`config.mk`:
```
export PLATFORM = sky130hd
export DESIGN_NAME = svt_top
export DESIGN_NICKNAME = d
export VERILOG_FILES = /design/src/design/svt_pkg.sv /design/src/design/svt_top.sv /design/src/design/svt_qual_timer.sv /design/src/design/svt_torque_ramp.sv
export SDC_FILE = /design/constraint.sdc
export NUM_CORES = 1
export LEC_CHECK = 0
export ABC_AREA = 1
export BUFFER_PORTS_ARGS = -buffer_cell sky130_fd_sc_hd__clkbuf_2
export CAP_MARGIN = 20
export CORE_ASPECT_RATIO = 0.7
export CORE_UTILIZATION = 55
export DETAILED_ROUTE_END_ITERATION = 10
export GPL_TIMING_DRIVEN = 0
export HOLD_SLACK_MARGIN = 0.02
export PLACE_DENSITY = 0.75
export SYNTH_ARGS = -nofsm -noshare
export SYNTH_HDL_FRONTEND = slang
export SYNTH_HIERARCHICAL = 1
export SYNTH_SLANG_ARGS = --single-unit
```
`constraint.sdc`:
```
create_clock -name clk -period 10.2 [get_ports clk]
set_input_delay 0.51 -clock clk [delete_from_list [all_inputs] [get_ports clk]]
set_output_delay 0.51 -clock clk [all_outputs]
set_load 0.02 [all_outputs]
```
`src/design/svt_pkg.sv`:
```
// constants and helpers for the velocity and torque object block
package svt_pkg;
  // clock and qualification time base
  localparam int unsigned CLK_HZ       = 125_000_000;
  localparam int unsigned QUAL_TICK_MS = 1;
  localparam int unsigned MS_CYCLES    = CLK_HZ / 1000 * QUAL_TICK_MS;
  // object access port widths
  localparam int unsigned IDX_W = 16;
  localparam int unsigned DAT_W = 32;
  // object indices
  localparam logic [15:0] IDX_SPEED_FROM_ENCODER   = 16'h6069;
  localparam logic [15:0] IDX_SPEED_LOOP_REFERENCE = 16'h606b;
  localparam logic [15:0] IDX_MOTOR_SPEED_NOW      = 16'h606c;
  localparam logic [15:0] IDX_SPEED_MATCH_WIDTH    = 16'h606d;
  localparam logic [15:0] IDX_SPEED_MATCH_DELAY    = 16'h606e;
  localparam logic [15:0] IDX_SPEED_LIMIT_LEVEL    = 16'h606f;
  localparam logic [15:0] IDX_SPEED_LIMIT_DELAY    = 16'h6070;
  localparam logic [15:0] IDX_TORQUE_COMMAND       = 16'h6071;
  localparam logic [15:0] IDX_TORQUE_REFERENCE_OUT = 16'h6074;
  localparam logic [15:0] IDX_TORQUE_OUTPUT_VALUE  = 16'h6077;
  localparam logic [15:0] IDX_TORQUE_RAMP_RATE     = 16'h6087;
  localparam logic [15:0] IDX_SPEED_FEEDFORWARD    = 16'h60b1;
  localparam logic [15:0] IDX_TORQUE_FEEDFORWARD   = 16'h60b2;
  localparam logic [15:0] IDX_SPEED_COMMAND        = 16'h60ff;
  // reset values
  localparam logic [31:0] RST_ZERO32      = 32'h0;
  localparam logic [15:0] RST_ZERO16      = 16'h0;
  localparam logic [31:0] RST_RAMP_RATE   = 32'h64;
  // operation mode codes
  localparam logic [7:0] MODE_PV  = 8'h03;
  localparam logic [7:0] MODE_PT  = 8'h04;
  localparam logic [7:0] MODE_CSP = 8'h08;
  localparam logic [7:0] MODE_CSV = 8'h09;
  localparam logic [7:0] MODE_CST = 8'h0a;
  // ramp budget: slope is per second, added per ms, one count costs this
  localparam logic [40:0] RAMP_COST = 41'h3e8;
  localparam int unsigned BUDGET_W  = 41;

  // magnitude of a signed 32-bit speed, saturating at the top
  function automatic logic [31:0] svt_abs32(input logic signed [31:0] v);
    if (v == 32'sh8000_0000) return 32'h7fff_ffff;
    return v[31] ? 32'(-v) : 32'(v);
  endfunction

  // signed 16-bit add with clamp at both ends
  function automatic logic signed [15:0] svt_sat16(
      input logic signed [15:0] a, input logic signed [15:0] b);
    logic signed [16:0] s;
    s = 17'(a) + 17'(b);
    if (s > 17'sh07fff) return 16'sh7fff;
    if (s < -17'sh08000) return 16'sh8000;
    return s[15:0];
  endfunction
endpackage

```
`src/design/svt_top.sv`:
```
// velocity and torque object block of the drive motion profile
`timescale 1ns/1ns
module svt_top #(
  parameter int unsigned MS_CYC = svt_pkg::MS_CYCLES
) (
  // clock and reset
  input  wire logic                           clk,
  input  wire logic                           rst_b,
  // object access port
  input  wire logic                           obj_req,
  input  wire logic                           obj_wr,
  input  wire logic [svt_pkg::IDX_W-1:0]      obj_index,
  input  wire logic [svt_pkg::DAT_W-1:0]      obj_wdata,
  output logic      [svt_pkg::DAT_W-1:0]      obj_rdata_ff,
  output logic                                obj_ack_ff,
  output logic                                obj_err_ff,
  // drive state from the control loops
  input  wire logic                           ctl_tick,
  input  wire logic [7:0]                     op_mode,
  input  wire logic signed [31:0]             enc_speed,
  input  wire logic signed [31:0]             motor_speed,
  input  wire logic signed [31:0]             traj_speed,
  input  wire logic signed [31:0]             pos_ctrl_speed,
  input  wire logic                           pos_ctrl_active,
  // commands towards the control loops
  output logic signed [31:0]                  speed_cmd_ff,
  output logic signed [31:0]                  speed_ff_ff,
  output logic signed [15:0]                  torque_ff_ff,
  output logic signed [15:0]                  torque_ref_ff,
  // statusword bits 10 and 12
  output logic                                speed_reached,
  output logic                                speed_above
);
  import svt_pkg::*;

  localparam int unsigned MS_W = $clog2(MS_CYC + 1);

  // host-written objects
  logic [15:0]        match_width_ff,  nxt_match_width;
  logic [15:0]        match_delay_ff,  nxt_match_delay;
  logic [15:0]        limit_level_ff,  nxt_limit_level;
  logic [15:0]        limit_delay_ff,  nxt_limit_delay;
  logic signed [15:0] torque_cmd_ff,   nxt_torque_cmd;
  logic [31:0]        ramp_rate_ff,    nxt_ramp_rate;
  logic signed [31:0] speed_ofs_ff,    nxt_speed_ofs;
  logic signed [15:0] torque_ofs_ff,   nxt_torque_ofs;
  logic signed [31:0] speed_tgt_ff,    nxt_speed_tgt;
  // sampled drive values
  logic signed [31:0] enc_speed_ff,    nxt_enc_speed;
  logic signed [31:0] speed_dem_ff,    nxt_speed_dem;
  logic signed [31:0] act_speed_ff,    nxt_act_speed;
  // access answer
  logic [31:0]        nxt_rdata;
  logic               nxt_ack;
  logic               nxt_err;
  // outputs to the loops
  logic signed [31:0] nxt_speed_cmd;
  logic signed [31:0] nxt_speed_ff;
  logic signed [15:0] nxt_torque_ff;
  logic signed [15:0] nxt_torque_ref;
  // time base
  logic [MS_W-1:0]    ms_cnt_ff,       nxt_ms_cnt;
  logic               ms_tick_ff,      nxt_ms_tick;
  // decode and compare terms
  logic               hit;
  logic               writable;
  logic [31:0]        rd_val;
  logic               wr_go;
  logic               in_window;
  logic               above_limit;
  logic               ramp_en;
  logic signed [15:0] ramp_ref;
  logic [31:0]        spd_err;

  // ms divider feeding the qualification timers and the ramp
  always_comb begin
    nxt_ms_cnt  = ms_cnt_ff + MS_W'(1);
    nxt_ms_tick = 1'b0;
    if (ms_cnt_ff == MS_W'(MS_CYC - 1)) begin
      nxt_ms_cnt  = '0;
      nxt_ms_tick = 1'b1;
    end
  end

  always_ff @(posedge clk or negedge rst_b) begin
    if (!rst_b) begin
      ms_cnt_ff  <= '0;
      ms_tick_ff <= 1'b0;
    end else begin
      ms_cnt_ff  <= nxt_ms_cnt;
      ms_tick_ff <= nxt_ms_tick;
    end
  end

  // index decode; reads are pure, so polling never disturbs the loops
  always_comb begin
    hit      = 1'b1;
    writable = 1'b0;
    rd_val   = 32'h0;
    unique case (obj_index)
      IDX_SPEED_FROM_ENCODER:   rd_val = enc_speed_ff;
      IDX_SPEED_LOOP_REFERENCE: rd_val = speed_dem_ff;
      IDX_MOTOR_SPEED_NOW:      rd_val = act_speed_ff;
      IDX_SPEED_MATCH_WIDTH: begin
        rd_val   = {16'h0, match_width_ff};
        writable = 1'b1;
      end
      IDX_SPEED_MATCH_DELAY: begin
        rd_val   = {16'h0, match_delay_ff};
        writable = 1'b1;
      end
      IDX_SPEED_LIMIT_LEVEL: begin
        rd_val   = {16'h0, limit_level_ff};
        writable = 1'b1;
      end
      IDX_SPEED_LIMIT_DELAY: begin
        rd_val   = {16'h0, limit_delay_ff};
        writable = 1'b1;
      end
      IDX_TORQUE_COMMAND: begin
        rd_val   = {{16{torque_cmd_ff[15]}}, torque_cmd_ff};
        writable = 1'b1;
      end
      IDX_TORQUE_REFERENCE_OUT:
        rd_val = {{16{torque_ref_ff[15]}}, torque_ref_ff};
      IDX_TORQUE_OUTPUT_VALUE:
        rd_val = {{16{torque_ref_ff[15]}}, torque_ref_ff};
      IDX_TORQUE_RAMP_RATE: begin
        rd_val   = ramp_rate_ff;
        writable = 1'b1;
      end
      IDX_SPEED_FEEDFORWARD: begin
        rd_val   = speed_ofs_ff;
        writable = 1'b1;
      end
      IDX_TORQUE_FEEDFORWARD: begin
        rd_val   = {{16{torque_ofs_ff[15]}}, torque_ofs_ff};
        writable = 1'b1;
      end
      IDX_SPEED_COMMAND: begin
        rd_val   = speed_tgt_ff;
        writable = 1'b1;
      end
      default: hit = 1'b0;
    endcase
  end

  assign wr_go = obj_req && obj_wr && hit && writable;

  // answer every request one cycle later; unknown index or RO write errs
  always_comb begin
    nxt_ack   = obj_req;
    nxt_err   = obj_req && (!hit || (obj_wr && !writable));
    nxt_rdata = (obj_req && !obj_wr && hit) ? rd_val : 32'h0;
  end

  // object storage; 16-bit objects take the low half of the write word
  always_comb begin
    nxt_match_width = match_width_ff;
    nxt_match_delay = match_delay_ff;
    nxt_limit_level = limit_level_ff;
    nxt_limit_delay = limit_delay_ff;
    nxt_torque_cmd  = torque_cmd_ff;
    nxt_ramp_rate   = ramp_rate_ff;
    nxt_speed_ofs   = speed_ofs_ff;
    nxt_torque_ofs  = torque_ofs_ff;
    nxt_speed_tgt   = speed_tgt_ff;
    if (wr_go) begin
      unique case (obj_index)
        IDX_SPEED_MATCH_WIDTH: nxt_match_width = obj_wdata[15:0];
        IDX_SPEED_MATCH_DELAY: nxt_match_delay = obj_wdata[15:0];
        IDX_SPEED_LIMIT_LEVEL: nxt_limit_level = obj_wdata[15:0];
        IDX_SPEED_LIMIT_DELAY: nxt_limit_delay = obj_wdata[15:0];
        IDX_TORQUE_COMMAND:    nxt_torque_cmd  = obj_wdata[15:0];
        IDX_TORQUE_RAMP_RATE:  nxt_ramp_rate   = obj_wdata;
        IDX_SPEED_FEEDFORWARD: nxt_speed_ofs   = obj_wdata;
        IDX_TORQUE_FEEDFORWARD: nxt_torque_ofs = obj_wdata[15:0];
        IDX_SPEED_COMMAND:     nxt_speed_tgt   = obj_wdata;
        default: ;
      endcase
    end
  end

  // sample loop values once per control cycle so reads stay coherent
  always_comb begin
    nxt_enc_speed = enc_speed_ff;
    nxt_speed_dem = speed_dem_ff;
    nxt_act_speed = act_speed_ff;
    if (ctl_tick) begin
      nxt_enc_speed = enc_speed;
      nxt_act_speed = motor_speed;
      nxt_speed_dem = pos_ctrl_active ? pos_ctrl_speed : traj_speed;
    end
  end

  // mode-dependent commands; targets are taken as the host last wrote them
  always_comb begin
    nxt_speed_cmd  = 32'sh0;
    nxt_speed_ff   = 32'sh0;
    nxt_torque_ff  = 16'sh0;
    nxt_torque_ref = 16'sh0;
    if (op_mode == MODE_PV || op_mode == MODE_CSV)
      nxt_speed_cmd = speed_tgt_ff;
    if (op_mode == MODE_CSP)
      nxt_speed_ff = speed_ofs_ff;
    if (op_mode == MODE_CSP || op_mode == MODE_CSV)
      nxt_torque_ff = torque_ofs_ff;
    if (op_mode == MODE_CST)
      nxt_torque_ref = svt_sat16(torque_cmd_ff, torque_ofs_ff);
    else if (op_mode == MODE_PT)
      nxt_torque_ref = ramp_ref;
  end

  always_ff @(posedge clk or negedge rst_b) begin
    if (!rst_b) begin
      match_width_ff <= RST_ZERO16;
      match_delay_ff <= RST_ZERO16;
      limit_level_ff <= RST_ZERO16;
      limit_delay_ff <= RST_ZERO16;
      torque_cmd_ff  <= RST_ZERO16;
      ramp_rate_ff   <= RST_RAMP_RATE;
      speed_ofs_ff   <= RST_ZERO32;
      torque_ofs_ff  <= RST_ZERO16;
      speed_tgt_ff   <= RST_ZERO32;
      enc_speed_ff   <= RST_ZERO32;
      speed_dem_ff   <= RST_ZERO32;
      act_speed_ff   <= RST_ZERO32;
      obj_rdata_ff   <= RST_ZERO32;
      obj_ack_ff     <= 1'b0;
      obj_err_ff     <= 1'b0;
      speed_cmd_ff   <= RST_ZERO32;
      speed_ff_ff    <= RST_ZERO32;
      torque_ff_ff   <= RST_ZERO16;
      torque_ref_ff  <= RST_ZERO16;
    end else begin
      match_width_ff <= nxt_match_width;
      match_delay_ff <= nxt_match_delay;
      limit_level_ff <= nxt_limit_level;
      limit_delay_ff <= nxt_limit_delay;
      torque_cmd_ff  <= nxt_torque_cmd;
      ramp_rate_ff   <= nxt_ramp_rate;
      speed_ofs_ff   <= nxt_speed_ofs;
      torque_ofs_ff  <= nxt_torque_ofs;
      speed_tgt_ff   <= nxt_speed_tgt;
      enc_speed_ff   <= nxt_enc_speed;
      speed_dem_ff   <= nxt_speed_dem;
      act_speed_ff   <= nxt_act_speed;
      obj_rdata_ff   <= nxt_rdata;
      obj_ack_ff     <= nxt_ack;
      obj_err_ff     <= nxt_err;
      speed_cmd_ff   <= nxt_speed_cmd;
      speed_ff_ff    <= nxt_speed_ff;
      torque_ff_ff   <= nxt_torque_ff;
      torque_ref_ff  <= nxt_torque_ref;
    end
  end

  // speed compares; threshold is taken on magnitude so reverse counts too
  assign spd_err     = svt_abs32(32'(speed_tgt_ff - act_speed_ff));
  assign in_window   = spd_err <= {16'h0, match_width_ff};
  assign above_limit = svt_abs32(act_speed_ff) > {16'h0, limit_level_ff};
  assign ramp_en     = (op_mode == MODE_PT);

  // speed reached qualification
  svt_qual_timer u_match_tmr (
    .clk     (clk),
    .rst_b   (rst_b),
    .cond    (in_window),
    .ms_tick (ms_tick_ff),
    .delay   (match_delay_ff),
    .flag_ff (speed_reached)
  );

  // speed above threshold qualification
  svt_qual_timer u_limit_tmr (
    .clk     (clk),
    .rst_b   (rst_b),
    .cond    (above_limit),
    .ms_tick (ms_tick_ff),
    .delay   (limit_delay_ff),
    .flag_ff (speed_above)
  );

  // profile torque ramp starts from the torque currently output
  svt_torque_ramp u_ramp (
    .clk      (clk),
    .rst_b    (rst_b),
    .en       (ramp_en),
    .ms_tick  (ms_tick_ff),
    .slope    (ramp_rate_ff),
    .target   (torque_cmd_ff),
    .load_val (torque_ref_ff),
    .ref_ff   (ramp_ref)
  );

  a_ack_next_cycle: assert property (@(posedge clk) disable iff (!rst_b)
    obj_req |=> obj_ack_ff ##1 !obj_ack_ff || $past(obj_req))
    else $error("request not answered next cycle");
  a_ro_write_refused: assert property (@(posedge clk)
    disable iff (!rst_b)
    obj_req && obj_wr && obj_index == IDX_MOTOR_SPEED_NOW |=> obj_err_ff)
    else $error("write to read-only object accepted");
  a_speed_ff_mode: assert property (@(posedge clk) disable iff (!rst_b)
    op_mode == MODE_CSP ##1 $stable(speed_ofs_ff) |->
    speed_ff_ff == speed_ofs_ff)
    else $error("speed feedforward not applied");
  a_torque_ff_mode: assert property (@(posedge clk) disable iff (!rst_b)
    !(op_mode == MODE_CSP || op_mode == MODE_CSV) |=> torque_ff_ff == 16'sh0)
    else $error("torque feedforward outside its modes");
  a_cst_sum: assert property (@(posedge clk) disable iff (!rst_b)
    op_mode == MODE_CST |=>
    torque_ref_ff == svt_sat16($past(torque_cmd_ff), $past(torque_ofs_ff)))
    else $error("offset not added to torque reference");
  a_demand_src: assert property (@(posedge clk) disable iff (!rst_b)
    ctl_tick && pos_ctrl_active |=> speed_dem_ff == $past(pos_ctrl_speed))
    else $error("demand not from position controller");
  a_speed_cmd_mode: assert property (@(posedge clk) disable iff (!rst_b)
    op_mode == MODE_PV |=> speed_cmd_ff == $past(speed_tgt_ff))
    else $error("speed command not target velocity");
  a_read_actual: assert property (@(posedge clk) disable iff (!rst_b)
    obj_req && !obj_wr && obj_index == IDX_TORQUE_OUTPUT_VALUE |=>
    obj_rdata_ff[15:0] == $past(torque_ref_ff))
    else $error("torque actual differs from output");

  c_reached: cover property (@(posedge clk) disable iff (!rst_b)
    $rose(speed_reached));
  c_above: cover property (@(posedge clk) disable iff (!rst_b)
    $rose(speed_above));
  c_ramp: cover property (@(posedge clk) disable iff (!rst_b)
    ramp_en && torque_ref_ff != $past(torque_ref_ff));
endmodule

```
`src/design/svt_qual_timer.sv`:
```
// millisecond qualification timer for one speed status flag
`timescale 1ns/1ns
module svt_qual_timer (
  // clock and reset
  input  wire logic        clk,
  input  wire logic        rst_b,
  // compare result, time base and hold time in ms
  input  wire logic        cond,
  input  wire logic        ms_tick,
  input  wire logic [15:0] delay,
  // qualified flag
  output logic             flag_ff
);
  import svt_pkg::*;

  logic [15:0] cnt_ff;
  logic [15:0] nxt_cnt;
  logic        nxt_flag;

  // count whole ms while the compare holds, restart on any drop
  always_comb begin
    nxt_cnt  = cnt_ff;
    nxt_flag = flag_ff;
    if (!cond) begin
      nxt_cnt  = RST_ZERO16;
      nxt_flag = 1'b0;
    end else if (cnt_ff >= delay) begin
      nxt_flag = 1'b1;
    end else if (ms_tick) begin
      nxt_cnt = cnt_ff + 16'h1;
    end
  end

  always_ff @(posedge clk or negedge rst_b) begin
    if (!rst_b) begin
      cnt_ff  <= 16'h0;
      flag_ff <= 1'b0;
    end else begin
      cnt_ff  <= nxt_cnt;
      flag_ff <= nxt_flag;
    end
  end

  a_flag_drops: assert property (@(posedge clk) disable iff (!rst_b)
    !cond |=> !flag_ff) else $error("flag stayed after compare dropped");
  a_flag_waits: assert property (@(posedge clk) disable iff (!rst_b)
    $rose(flag_ff) |-> $past(cond) && ($past(cnt_ff) >= $past(delay)))
    else $error("flag rose before hold time");
endmodule

```
`src/design/svt_torque_ramp.sv`:
```
// torque ramp that walks one count at a time at a per-second rate
`timescale 1ns/1ns
module svt_torque_ramp (
  // clock and reset
  input  wire logic               clk,
  input  wire logic               rst_b,
  // control
  input  wire logic               en,
  input  wire logic               ms_tick,
  input  wire logic        [31:0] slope,
  input  wire logic signed [15:0] target,
  input  wire logic signed [15:0] load_val,
  // ramp output
  output logic signed      [15:0] ref_ff
);
  import svt_pkg::*;

  logic        [BUDGET_W-1:0] budget_ff;
  logic        [BUDGET_W-1:0] nxt_budget;
  logic signed [15:0]         nxt_ref;
  logic        [BUDGET_W:0]   sum;

  // budget earns slope each ms and pays per count moved; no divider needed
  always_comb begin
    nxt_ref    = ref_ff;
    nxt_budget = budget_ff;
    sum        = {1'b0, budget_ff} + (ms_tick ? (BUDGET_W+1)'(slope) : '0);
    if (!en) begin
      nxt_ref    = load_val;
      nxt_budget = '0;
    end else if (ref_ff == target) begin
      nxt_budget = '0; // no stored credit, else a later step would jump
    end else begin
      if (sum[BUDGET_W]) sum = {1'b0, {BUDGET_W{1'b1}}};
      nxt_budget = sum[BUDGET_W-1:0];
      if (sum[BUDGET_W-1:0] >= RAMP_COST) begin
        nxt_budget = sum[BUDGET_W-1:0] - RAMP_COST;
        nxt_ref    = (ref_ff < target) ? ref_ff + 16'sh1 : ref_ff - 16'sh1;
      end
    end
  end

  always_ff @(posedge clk or negedge rst_b) begin
    if (!rst_b) begin
      ref_ff    <= 16'sh0;
      budget_ff <= '0;
    end else begin
      ref_ff    <= nxt_ref;
      budget_ff <= nxt_budget;
    end
  end

  a_ramp_one_step: assert property (@(posedge clk) disable iff (!rst_b)
    en && $past(en) |-> (ref_ff - $past(ref_ff) <= 16'sh1) &&
    ($past(ref_ff) - ref_ff <= 16'sh1))
    else $error("ramp moved more than one count");
  a_ramp_zero_slope: assert property (@(posedge clk)
    disable iff (!rst_b)
    en && slope == 32'h0 && budget_ff == '0 |=> $stable(ref_ff) || !en)
    else $error("ramp moved with zero slope");
endmodule

```
==> out/metrics.cfg <==
[status]
status = finished, final reports clean

[place]
finalWeightedCongestion = 1.03
io_buffers = 320
dpl.hpwl_um = 110000
place_ws_ns = 3.79
dp_cells = 6451

[pwr]
power_density_mw_per_mm2 = 120
finalPower_w = 0.00487
ir_drop_mv = 0.125
leakage_nw = 22.7

[worst_setup_path]
critPathLaunch = act_speed_ff[10]$_DFFE_PN0P_
crit_top_cell = nand2_1
required_ns = 10.80
rr_worst_depth = 38
endpoint = u_match_tmr/cnt_ff[8]$_DFFE_PN0P_
reg2reg_to = u_match_tmr/cnt_ff[8]$_DFFE_PN0P_
r2r_setup_slack_ns = 3.42
cp.arrival_ns = 7.38
cp-start-kind = register
slowest_delay_ns = 0.72
slowest_stage = nor2_1
crit_type = reg2reg
rr_startpoint = act_speed_ff[10]$_DFFE_PN0P_
cp-end-kind = register
path_max_fanout = 10

[logic_synthesis]
synth.most_common_cell = nand2_1
async_flop_share_pct = 100
yosys-top-cells-count = 1459 x nand2_1, 960 x inv_1, 534 x nor2_1
ys_seq_area_share_pct = 36.7
yosys_warnings = 6
synthTopCellsByArea = dfrtp_1 36%, nand2_1 15%, inv_1 10%, ha_1 6.3%, nor2_1 5.6%
ys_types = 57
dominantRegCellSynth = dfrtp_1
syn_inst = 5244
synth-edff-count = 0
yosysTopAreaCell = dfrtp_1
synth_seq_cells = 527
synth_top_area_share_pct = 36.5
syn-num-nets = 5618
postSynthAreaPerCell_um2 = 6.86
synth_area_mm2 = 0.0360

[clock_tree]
cts_max_level = 2
postCtsHoldBufs = 1
tritoncts = built
cts_resized = 0
cts_root_buf = clkbuf_16
cts_setup_buffers = 0
clk_latency_ns = 0.67
clk_path_buf_depth = 3
cts_buffers = 54
path_clk_slew_ns = 0.06
cts.sinks = 527

[hold_path]
hp-class = in2reg

[final_layout]
layoutNonFillerInstCount = 6556
nets = 6004
drive_gt1_share_pct = 10.9
syn2layout_area_growth_pct = 13.2
filler_cell_count = 6051

[global_route]
track_usage_pct = 40.9
antenna_found_initial = 9
grt_pass1_wl_um = 204000
overflow = 0
grt_pass1_vias = 33242
grt_start_max_net_pins = 112

[detailed_routing]
drt_iter0_drc = 5149
wirelength_um = 138000
drt-vias-per-instance = 5.67
avgRoutedWirePerCell_um = 21.0
drc_errors = 0
dr.pass1.iters = 6
detail-route-antenna-nets = 0
num_vias = 37198

[sta]
setup_viol = 0
maxSlewViolCount = 0
max_slew_margin_pct = 24.0
tightest_slew_ns = 1.14
clock.fmax_mhz = 148
fin_worst_skew_ns = 0.0361
final.setup.tns_ns = 0
rsz0062_at_grt = false
setup_ws_ns = 3.42
hold_violations = 0
hold_ws_ns = 0.0600
fin_crit_ns = 6.78
min_period_over_period_pct = 66.4

[floorplan]
fp-row-count = 78
die_area_mm2 = 0.0664
io_pins = 322
initial_core_util_pct = 55.6
die_h_um = 216
core-area_mm2 = 0.0647
die_x_um = 308

[flow_run]
cap_violations = 0

-- power breakdown --
part / total [W] / leakage (nW) / switching [W] / internal (W)
combinational: 0.000601 / 15.7 / 0.000414 / 0.000187
clock: 0.00210 / 0.892 / 0.000924 / 0.00118
sequential: 0.00217 / 6.14 / 0.0000364 / 0.00213
-- layout by cell type, fill, tap and decap left out, drive strengths merged, types with 3 or more instances in the layout --
| cell type | Yosys | layout |
|---|---|---|
| nand2 | 1507 | 1507 |
| inv | 982 | 985 |
| nor2 | 571 | 571 |
| dfrtp | 524 | 524 |
| clkbuf | 112 | 505 |
| o21ai | 318 | 318 |
| nand3 | 296 | 296 |
| a21oi | 202 | 202 |
| ha | 180 | 180 |
| o22ai | 95 | 95 |
| xor2 | 80 | 80 |
| nand4 | 54 | 54 |
| nor3 | 44 | 44 |
| buf | 32 | 40 |
| a31oi | 38 | 38 |
| a221oi | 25 | 25 |
| mux2 | 24 | 24 |
| nor4 | 24 | 24 |
| clkinv | 4 | 16 |
| xnor2 | 15 | 15 |
| o211ai | 15 | 15 |
| o221ai | 15 | 15 |
| a211oi | 12 | 12 |
| a22oi | 11 | 11 |
| o21a | 11 | 11 |
| nand3b | 10 | 10 |
| or2 | 7 | 7 |
| nor3b | 6 | 6 |
| diode | 0 | 5 |
| clkinvlp | 0 | 5 |
| bufinv | 0 | 5 |
| o21bai | 4 | 4 |
| and3 | 4 | 4 |
| and2 | 4 | 4 |
| o31ai | 4 | 4 |
| fa | 4 | 4 |
| dfstp | 3 | 3 |
-- cell type report --
cell class | instances | area (um2) | share of cell area [%]
multi-input combinational | 3587 | 18400 | 45.2
sequential | 527 | 13200 | 32.4
inverter | 986 | 3700 | 9.09
timing repair buffer | 330 | 1780 | 4.38
clock buffer | 72 | 1520 | 3.74
tap | 880 | 1100 | 2.71
buffer | 144 | 674 | 1.66
clock inverter | 25 | 317 | 0.778
antenna | 5 | 12.5 | 0.0307
-- metal layers --
| metal | part of all wire, % | vias to the layer above | global-route usage [%] |
|---|---|---|---|
| li1 | - | 17348 | - |
| met1 | 43 | 17394 | 61.3 |
| met2 | 40 | 2160 | 56.1 |
| met3 | 14 | 282 | 11.4 |
| met4 | 3.3 | 14 | 13.2 |
| met5 | 0.12 | - | 0 |
-- state kept, by name, indices dropped and copies added (netlist names), 16 cells and up --
name / cells
act_speed_ff: 32
enc_speed_ff: 32
limit_delay_ff: 16
limit_level_ff: 16
match_delay_ff: 16
match_width_ff: 16
ms_cnt_ff: 17
obj_rdata_ff: 32
ramp_rate_ff: 32
speed_cmd_ff: 32
speed_dem_ff: 32
speed_ff_ff: 32
speed_ofs_ff: 32
speed_tgt_ff: 32
torque_cmd_ff: 16
torque_ff_ff: 16
torque_ofs_ff: 16
torque_ref_ff: 16
u_limit_tmr/cnt_ff: 16
u_match_tmr/cnt_ff: 16
u_ramp/budget_ff: 41
u_ramp/ref_ff: 16
-- worst max-delay path, delay by kind of cell (launching register included) --
kind            cells  cell delay [ns]
flops               1             0.41
simple gates       27             3.59
compound gates      5             1.00
buf+inv             4             1.09
fa+ha+maj           2             0.61
-- cells by family after synthesis --
logic type / count (synthesis) / synth area share [%]
xor gates and xnor gates: 95 / 2.31
and+or+nand+nor: 2527 / 29.7
buffers and inverters: 1130 / 12.2
AOI/OAI and AO/OA: 757 / 11.9
adders and majority gates: 184 / 6.48
muxes: 24 / 0.751
DFF: 527 / 36.7
-- worst min-delay path by stage --
stage          slack [ns]                          end              startpoint  cells after the start
3_3_place_gp         0.45       ms_cnt_ff[0]$_DFF_PN0_  ms_cnt_ff[0]$_DFF_PN0_                      1
6_report             0.06  act_speed_ff[5]$_DFFE_PN0P_          motor_speed[5]                      3
2_1_floorplan        0.21  act_speed_ff[0]$_DFFE_PN0P_                   rst_b                      0
4_1_cts              0.05  act_speed_ff[5]$_DFFE_PN0P_          motor_speed[5]                      3
5_1_grt              0.07  act_speed_ff[5]$_DFFE_PN0P_          motor_speed[5]                      3
3_5_place_dp         0.46       ms_cnt_ff[0]$_DFF_PN0_  ms_cnt_ff[0]$_DFF_PN0_                      1
-- metrics by stage --
stage,cell area [um2],util [%]
after floorplan,36000,-
after detailed placement,38800,60.0
final,40700,62.9
after CTS,40700,62.9
after global placement,38700,59.8
after global routing,40700,62.9
Note: power is estimated with default switching activity, not from simulation.
